**config.mk**
```make
export PLATFORM = sky130hd
export DESIGN_NAME = pioa_port
export DESIGN_NICKNAME = d
export VERILOG_FILES = /design/src/pioa_pkg.sv /design/src/pioa_port.sv /design/src/pioa_sync.sv
export SDC_FILE = /design/constraint.sdc
export NUM_CORES = 1
export LEC_CHECK = 0
export ABC_AREA = 1
export BUFFER_PORTS_ARGS = -buffer_cell sky130_fd_sc_hd__buf_2
export CELL_PAD_IN_SITES_DETAIL_PLACEMENT = 0
export CELL_PAD_IN_SITES_GLOBAL_PLACEMENT = 1
export CORE_UTILIZATION = 35
export CTS_CLUSTER_DIAMETER = 50
export DETAILED_ROUTE_END_ITERATION = 12
export PLACE_DENSITY_LB_ADDON = 0.1
export SLEW_MARGIN = 0
export SYNTH_ARGS = -nofsm -noshare
export SYNTH_HDL_FRONTEND = slang
export SYNTH_HIERARCHICAL = 1
export SYNTH_SLANG_ARGS = --single-unit
export TNS_END_PERCENT = 1
```
**constraint.sdc**
```tcl
create_clock -name pclk -period 3.96 [get_ports pclk]
set_clock_uncertainty 0.2 [all_clocks]
set_input_delay 0.792 -clock pclk [delete_from_list [all_inputs] [get_ports pclk]]
set_output_delay 0.792 -clock pclk [all_outputs]
set_load 0.1 [all_outputs]
```
**src/pioa_pkg.sv**
```systemverilog
// constants for the port a parallel i/o block
package pioa_pkg;
  // -----------------------------------------------------------------
  // register map (byte addresses)
  // -----------------------------------------------------------------
  localparam logic [11:0] PIOA_OFF_DATA = 12'h000;
  localparam logic [11:0] PIOA_OFF_DIR = 12'h004;
  localparam int PIOA_WIDTH = 8;
  // -----------------------------------------------------------------
  // reset values
  // -----------------------------------------------------------------
  localparam logic [7:0] PIOA_DIR_RESET = 8'h00;
  localparam logic [7:0] PIOA_SYNC_RESET = 8'h00;
  localparam logic [31:0] PIOA_RDATA_RESET = 32'h0000_0000;
  localparam logic PIOA_READY_RESET = 1'b0;
  localparam logic PIOA_ERR_RESET = 1'b0;
  // -----------------------------------------------------------------
  // bus states
  // -----------------------------------------------------------------
  typedef enum logic [1:0] {
    PIOA_IDLE = 2'b01,
    PIOA_DONE = 2'b10
  } pioa_state_t;
endpackage

```
**src/pioa_port.sv**
```systemverilog
// port a: eight-pin bidirectional i/o with apb registers
`timescale 1ns/1ns
`default_nettype none
// Notes on behaviour
// eight pins, each independently an input or an output
// one data latch per pin; reset does not change it
// direction one drives latch onto pin; zero leaves pin undriven
// reset clears all direction bits, every pin starts as input
// reading data returns latch for pins set as outputs
// reading data returns sampled pin level for pins set as inputs
// data writes always update latches; input pins unaffected
// software should load latch before turning a pin to output
// direction register reads back the value last written
// pin levels pass a two-stage synchroniser before being read
module pioa_port (
  input wire logic pclk,
  input wire logic presetn,
  input wire logic clk_en,
  input wire logic psel,
  input wire logic penable,
  input wire logic pwrite,
  input wire logic [11:0] paddr,
  input wire logic [31:0] pwdata,
  input wire logic [3:0] pstrb,
  output logic [31:0] prdata,
  output logic pready,
  output logic pslverr,
  input wire logic [7:0] pin_in,
  output logic [7:0] pin_out,
  output logic [7:0] pin_oe
);
  // -----------------------------------------------------------------
  // address decode helper
  // -----------------------------------------------------------------
  // shared by both register selects
  function automatic logic pioa_hit(
    input logic [11:0] addr,
    input logic [11:0] offset
  );
    pioa_hit = (addr == offset);
  endfunction

  // -----------------------------------------------------------------
  // state
  // -----------------------------------------------------------------
  logic [7:0] port_a_data_latch;
  logic [7:0] port_a_direction;
  logic [7:0] pin_sync;
  logic [7:0] read_mux;
  pioa_pkg::pioa_state_t state;
  pioa_pkg::pioa_state_t next_state;

  // -----------------------------------------------------------------
  // bus decode
  // -----------------------------------------------------------------
  logic hit_data;
  logic hit_dir;
  logic hit_any;
  logic setup_phase;
  logic load_resp;
  logic access_done;
  logic wr_data_en;
  logic wr_dir_en;
  logic next_pready;
  logic next_pslverr;
  logic [31:0] next_prdata;

  assign hit_data = pioa_hit(paddr, pioa_pkg::PIOA_OFF_DATA);
  assign hit_dir = pioa_hit(paddr, pioa_pkg::PIOA_OFF_DIR);
  assign hit_any = hit_data | hit_dir;
  assign setup_phase = psel & ~penable;
  assign load_resp = setup_phase & (state == pioa_pkg::PIOA_IDLE);
  assign access_done = psel & penable & pready;

  // only byte lane 0 carries register bits; upper lanes are ignored
  assign wr_data_en = access_done & pwrite & pstrb[0] & hit_data;
  assign wr_dir_en = access_done & pwrite & pstrb[0] & hit_dir;

  // unmapped offsets answer with an error, nothing is written
  assign next_pslverr = load_resp & ~hit_any;

  // -----------------------------------------------------------------
  // pin input synchroniser
  // -----------------------------------------------------------------
  // pins are asynchronous to pclk; two stages before any read
  pioa_sync u_sync (
    .pclk(pclk),
    .presetn(presetn),
    .clk_en(clk_en),
    .async_in(pin_in),
    .sync_out(pin_sync)
  );

  // -----------------------------------------------------------------
  // per-pin read selection
  // -----------------------------------------------------------------
  genvar gi;
  generate
    for (gi = 0; gi < pioa_pkg::PIOA_WIDTH; gi++) begin : g_pin
      // each pin chooses on its own direction bit
      assign read_mux[gi] = port_a_direction[gi] ?
        port_a_data_latch[gi] :
        pin_sync[gi];
    end
  endgenerate

  assign next_prdata = hit_data ? {24'h00_0000, read_mux} :
    hit_dir ? {24'h00_0000, port_a_direction} :
    pioa_pkg::PIOA_RDATA_RESET;

  // -----------------------------------------------------------------
  // bus response state machine
  // -----------------------------------------------------------------
  // one wait-free access phase: ready follows every setup cycle
  always_comb begin
    next_state = state;
    next_pready = 1'b0;
    case (state)
      pioa_pkg::PIOA_IDLE: begin
        if (setup_phase) begin
          next_state = pioa_pkg::PIOA_DONE;
          next_pready = 1'b1;
        end
      end
      pioa_pkg::PIOA_DONE: begin
        next_state = pioa_pkg::PIOA_IDLE;
      end
      default: begin
        next_state = pioa_pkg::PIOA_IDLE;
      end
    endcase
  end

  always_ff @(posedge pclk or negedge presetn) begin
    if (!presetn) begin
      state <= pioa_pkg::PIOA_IDLE;
      pready <= pioa_pkg::PIOA_READY_RESET;
      pslverr <= pioa_pkg::PIOA_ERR_RESET;
    end else if (clk_en) begin
      state <= next_state;
      pready <= next_pready;
      pslverr <= next_pslverr;
    end
  end

  // read data is captured at setup so it stands through the access
  always_ff @(posedge pclk or negedge presetn) begin
    if (!presetn) begin
      prdata <= pioa_pkg::PIOA_RDATA_RESET;
    end else if (clk_en && load_resp) begin
      prdata <= next_prdata;
    end
  end

  // -----------------------------------------------------------------
  // registers
  // -----------------------------------------------------------------
  always_ff @(posedge pclk or negedge presetn) begin
    if (!presetn) begin
      port_a_direction <= pioa_pkg::PIOA_DIR_RESET;
    end else if (clk_en && wr_dir_en) begin
      port_a_direction <= pwdata[7:0];
    end
  end

  // no reset on purpose: the latch survives a system reset, so its
  // value is unknown after power-up until software writes it
  always_ff @(posedge pclk) begin
    if (clk_en && wr_data_en) begin
      port_a_data_latch <= pwdata[7:0];
    end
  end

  // -----------------------------------------------------------------
  // pin drive
  // -----------------------------------------------------------------
  // the latch always reaches the pad; only the enable decides
  assign pin_out = port_a_data_latch;
  assign pin_oe = port_a_direction;
endmodule
`default_nettype wire

```
**src/pioa_sync.sv**
```systemverilog
// two flip-flop synchroniser for the pin inputs
`timescale 1ns/1ns
`default_nettype none
module pioa_sync (
  input wire logic pclk,
  input wire logic presetn,
  input wire logic clk_en,
  input wire logic [7:0] async_in,
  output logic [7:0] sync_out
);
  logic [7:0] meta;

  // meta feeds only the second stage
  always_ff @(posedge pclk or negedge presetn) begin
    if (!presetn) begin
      meta <= pioa_pkg::PIOA_SYNC_RESET;
      sync_out <= pioa_pkg::PIOA_SYNC_RESET;
    end else if (clk_en) begin
      meta <= async_in;
      sync_out <= meta;
    end
  end
endmodule
`default_nettype wire

```
Yosys cells after proc, flatten, opt, wreduce, memory -nomap -nowiden
Index checks and enable logic that the tools add are counted.
{"block": "word_totals", "latch_bits": 0, "input_bits": 62, "mem_bits_rw": 0, "regBits": 68, "romBits": 0, "mem_count": 0, "word_cells": 42}
{"block": "classes", "n_reduce_logical": 5, "addsub": 0, "eq_ne": 3, "shift": 0, "mul": 0, "n_div": 0, "n_mux": 14, "n_lt_le_gt_ge": 0, "bitwise": 12}
{"op": "2-to-1 mux 8 bit", "n": 2}
{"op": "== test 12 x 3 -> 1 bit, second input constant", "n": 1}
{"op": "zero test 12 bit", "n": 1}
{"op": "2-to-1 mux 1 bit", "n": 10}
{"op": "bitwise AND 1 bit", "n": 9}
{"op": "2-to-1 mux 2 bit", "n": 2}
{"op": "logical AND 1 bit", "n": 3}
{"op": "== test 2 x 1 -> 1 bit, second input constant", "n": 1}
{"op": "!= test 2 bit, second input constant", "n": 1}
{"op": "inverter 1 bit", "n": 2}
{"op": "AND reduction 2 bit", "n": 1}
{"op": "bitwise OR 1 bit", "n": 1}

Logic depth before layout (Yosys ltp)
{"block": "depth", "word_depth": 6, "ltp_mapped": 8, "ltp_nobuf": 8}

Modules after synthesis
The synthesis kept the hierarchy.
{"mod": "pioa_port", "area_per_inst_um2": 1657.8, "cells_each": 215, "seq_area_each_um2": 742.0, "instances": 1}
{"mod": "pioa_sync", "area_per_inst_um2": 676.9, "cells_each": 68, "seq_area_each_um2": 400.4, "instances": 1}

Worst setup path after synthesis
OpenSTA, ideal clock, no wires.
{"block": "synth_path", "path_type": "input to register", "from": "in paddr[11]", "to": "reg port_a_data_latch[0], in the netlist pin_out[0] (enable)", "stages": 6, "path_slack_ns": 1.652, "arrival_ns": 1.738, "n_path_buf": 1, "required_time_ns": 3.390, "setup_ns": 0.370, "cell_sequence": "nor2_2 > nand2_2 > nor2_8 > buf_8 > nand2_2 > nor3_2"}
{"block": "synth_via", "elab_chain_len": 3}
{"element": "start, declared", "line_no": "pioa_port.sv:22", "rtl": "input wire logic [11:0] paddr,"}
{"element": "zero test 12 bit", "line_no": "pioa_port.sv:40", "rtl": "pioa_hit = (addr == offset);"}
{"element": "bitwise AND 1 bit", "line_no": "pioa_port.sv:76", "rtl": "assign wr_data_en = access_done & pwrite & pstrb[0] & hit_data;"}
{"element": "logical AND 1 bit", "line_no": "pioa_port.sv:169", "rtl": "if (clk_en && wr_data_en) begin"}
{"element": "end signal, assigned", "line_no": "pioa_port.sv:170", "rtl": "port_a_data_latch <= pwdata[7:0];"}
{"element": "end, declared", "line_no": "pioa_port.sv:46", "rtl": "logic [7:0] port_a_data_latch;"}
Every way passes these cells.
A chain may end at the register's enable or synchronous reset.

Final worst setup path
{"block": "layout_path", "from": "reg port_a_direction[6], in the netlist pin_oe[6]", "to": "out pin_oe[6]"}
{"element": "start, declared", "line_no": "pioa_port.sv:47", "rtl": "logic [7:0] port_a_direction;"}
{"element": "start signal, assigned", "line_no": "pioa_port.sv:160", "rtl": "port_a_direction <= pioa_pkg::PIOA_DIR_RESET;"}
{"element": "start signal, assigned", "line_no": "pioa_port.sv:162", "rtl": "port_a_direction <= pwdata[7:0];"}
{"element": "end, declared", "line_no": "pioa_port.sv:30", "rtl": "output logic [7:0] pin_oe"}
No word-level cell between the ends.

==> results.toml <==
[worst_setup_path]
crit_path_end_kind = "output port"
r2r-start = "state[0]$_DFFE_PN1P_"
cp_slowest_cell = "buf_2"
slowest_delay_ps = 450
critPathRequiredTime_ps = 2970
reg2reg_depth = 6
cp_cell_sequence = "buf_2"
crit_type = "flop to output port"
cp_top_family = "buffers and inverters"
critPathMaxFanout = 4
r2r_end = "pslverr$_DFFE_PN0P_"
worst-path-buf-inv = 1
regToRegSetupSlack_ps = 2280
worstPathArrival_ps = 1150
startpoint_type = "flop"

[detailed_routing]
wl_mm = 4.78
drt_iter0_drc = 71
ant_nets = 0
wl_per_cell_um = 11.3
dr.pass1.iters = 5
drc = 0
dr_total_vias = 1762
avgViaCountPerCell = 4.17

[synthesis]
seq_area_frac_synth_pct = 48.9
synth_cell_types = 25
synth_edf_count = 8
postSynthCellCount = 283
synthArstFlopShare_pct = 81.8
synthFlopType = "dfrtp_1"
ys_ff_latch = 44
yosys_warnings = 6
netlist_area_um2 = 2330
synth.avg_cell_area_um2 = 8.25

[finish]
final_cell_mix = "nand2_1 (114), buf_2 (60), dfrtp_1 (35)"
drive_gt1_share_pct = 30.1
fill_cells = 709
diodes = 0
mostFrequentLayoutCell = "nand2_1"
area_delta_synth_final_pct = 14.4
fin_util_pct = 41.8
layout.cells.non_filler = 423
nets = 407

[grt]
grt_pass1_wl_mm = 8.04
grt_max_degree = 37
antenna_found_initial = 0
met3_usage_pct = 3.17
grt_util_all_layers_pct = 14.7
overflow = 0
gr-max-usage-layer = "met2"
use_met1_pct = 20.2
first_global_vias = 1645
met2_usage_pct = 23.5

[clock_tree]
clk_root_buffer_cell = "clkbuf_8"
clk_pin_slew_ps = 90
cts_setup_buffers = 0
numCtsBuffers = 5
cts_sinks = 44
hold_buffers = 0
h-tree-depth = 2
cts_tree = "done"
cts.repair.resized = 0
insertion_delay_ps = 290
cts_buffer_depth = 2

[floorplanning]
die_x_um = 83.7
die_h_um = 83.7
core_um2 = 6390
start_util_pct = 36.6
die-area_um2 = 7000
rows = 29
ioPinCount = 112

[hold_path]
min_delay_path_depth = 2
hold_end = "prdata[6]$_DFFE_PN0P_"
hold_path_class = "flop to flop"
hold_path.startpoint = "prdata[6]$_DFFE_PN0P_"

[timing]
fin_ws_ps = 1820
clock.fmax_ghz = 0.467
setup_viol = 0
worst_slew_pin_slew_ps = 815
hold_viol_final = 0
fin_tns_setup_ps = 0
slew_headroom_pct = 45.6
rsz0062_at_grt = "false"
slew_viol_final = 0
fin_hold_ws_ps = 278
min_period_over_period_pct = 54.1
fin_crit_ps = 2140

[place]
hpwl_mm = 3.38
dp.cells = 415
globalplace.congestion = 0.741
dpl_worst_slack_ps = 1520
port_buffers = 60

[flow_run]
drv_cap = 0

[run_status]
status = "completed"

[power_and_ir_drop]
p_leak_nw = 1.54
irDropWorstVdd_v = 0.000182
p_per_area_nw_per_um2 = 359
==> kinds of logic (layout without fill, tap and decap cells) <==
logic type	after synthesis	in the layout	synth area share, %
flip-flops	44	44	48.9
buffers and inverters	63	103	16.1
AO/OA/AOI/OAI	1	1	0.214
AND/OR/NAND/NOR	174	174	34.6
other	1	24	0.161
==> cell usage after synthesis (2+ instances only) <==
cell type	count	area, µm²
buf_4	24	180
buf_6	2	22.5
dfrtp_1	35	876
edfxtp_1	8	240
inv_1	29	109
inv_2	4	15.0
nand2_1	114	428
nand2_2	20	125
nand3_1	18	90.1
nand4_1	8	50.1
nor2_1	4	15.0
nor2_2	4	25.0
==> worst max-delay path by stage <==
stage	start	to	slack, ps	cells after the start
after global routing	paddr[1]	pin_out[2]$_DFFE_PP_	1700	7
final	pin_oe[6]$_DFFE_PN0P_	pin_oe[6]	1820	1
after detailed placement	paddr[1]	pin_out[3]$_DFFE_PP_	1520	7
after CTS	pin_oe[0]$_DFFE_PN0P_	pin_oe[0]	1800	1
after floorplan	paddr[11]	pin_out[0]$_DFFE_PP_	1650	6
after global placement	paddr[1]	pin_out[1]$_DFFE_PP_	1530	7
==> sequential cells by signal, indices dropped and copies added (netlist names) <==
name / count
pin_oe: 8
pin_out: 8
prdata: 8
u_sync/meta: 8
u_sync/sync_out: 8
state: 2
pready: 1
pslverr: 1
==> through the flow <==
step	instance area (µm²)	power (W)
2_1_floorplan	2420	0.000675
3_3_place_gp	2580	0.000689
3_5_place_dp	2580	0.000690
4_1_cts	2670	0.000973
5_1_grt	2670	0.00101
6_report	2670	0.000959
==> per-layer routing <==
metal | wire [µm] | vias up
li1 | - | 936
met1 | 2300 | 781
met2 | 2250 | 40
met3 | 190 | 5
met4 | 37 | 0
met5 | 0 | -
==> layout make-up <==
class,instances,area [µm²],share of cell area [%]
sequential,44,1140,42.8
multi-input combinational,199,902,33.8
timing repair buffer,61,308,11.5
inverter,34,135,5.06
tap,77,96.3,3.61
clock buffer,5,68.8,2.58
clock inverter,3,18.8,0.703
==> where the power goes <==
| group | internal [W] | leakage (nW) | total, W | switching, W |
|---|---|---|---|---|
| logic | 0.0000284 | 0.991 | 0.000185 | 0.000156 |
| registers | 0.000481 | 0.502 | 0.000494 | 0.0000129 |
| clock network | 0.000123 | 0.0479 | 0.000280 | 0.000157 |
Power figures use the tool's default switching activity.
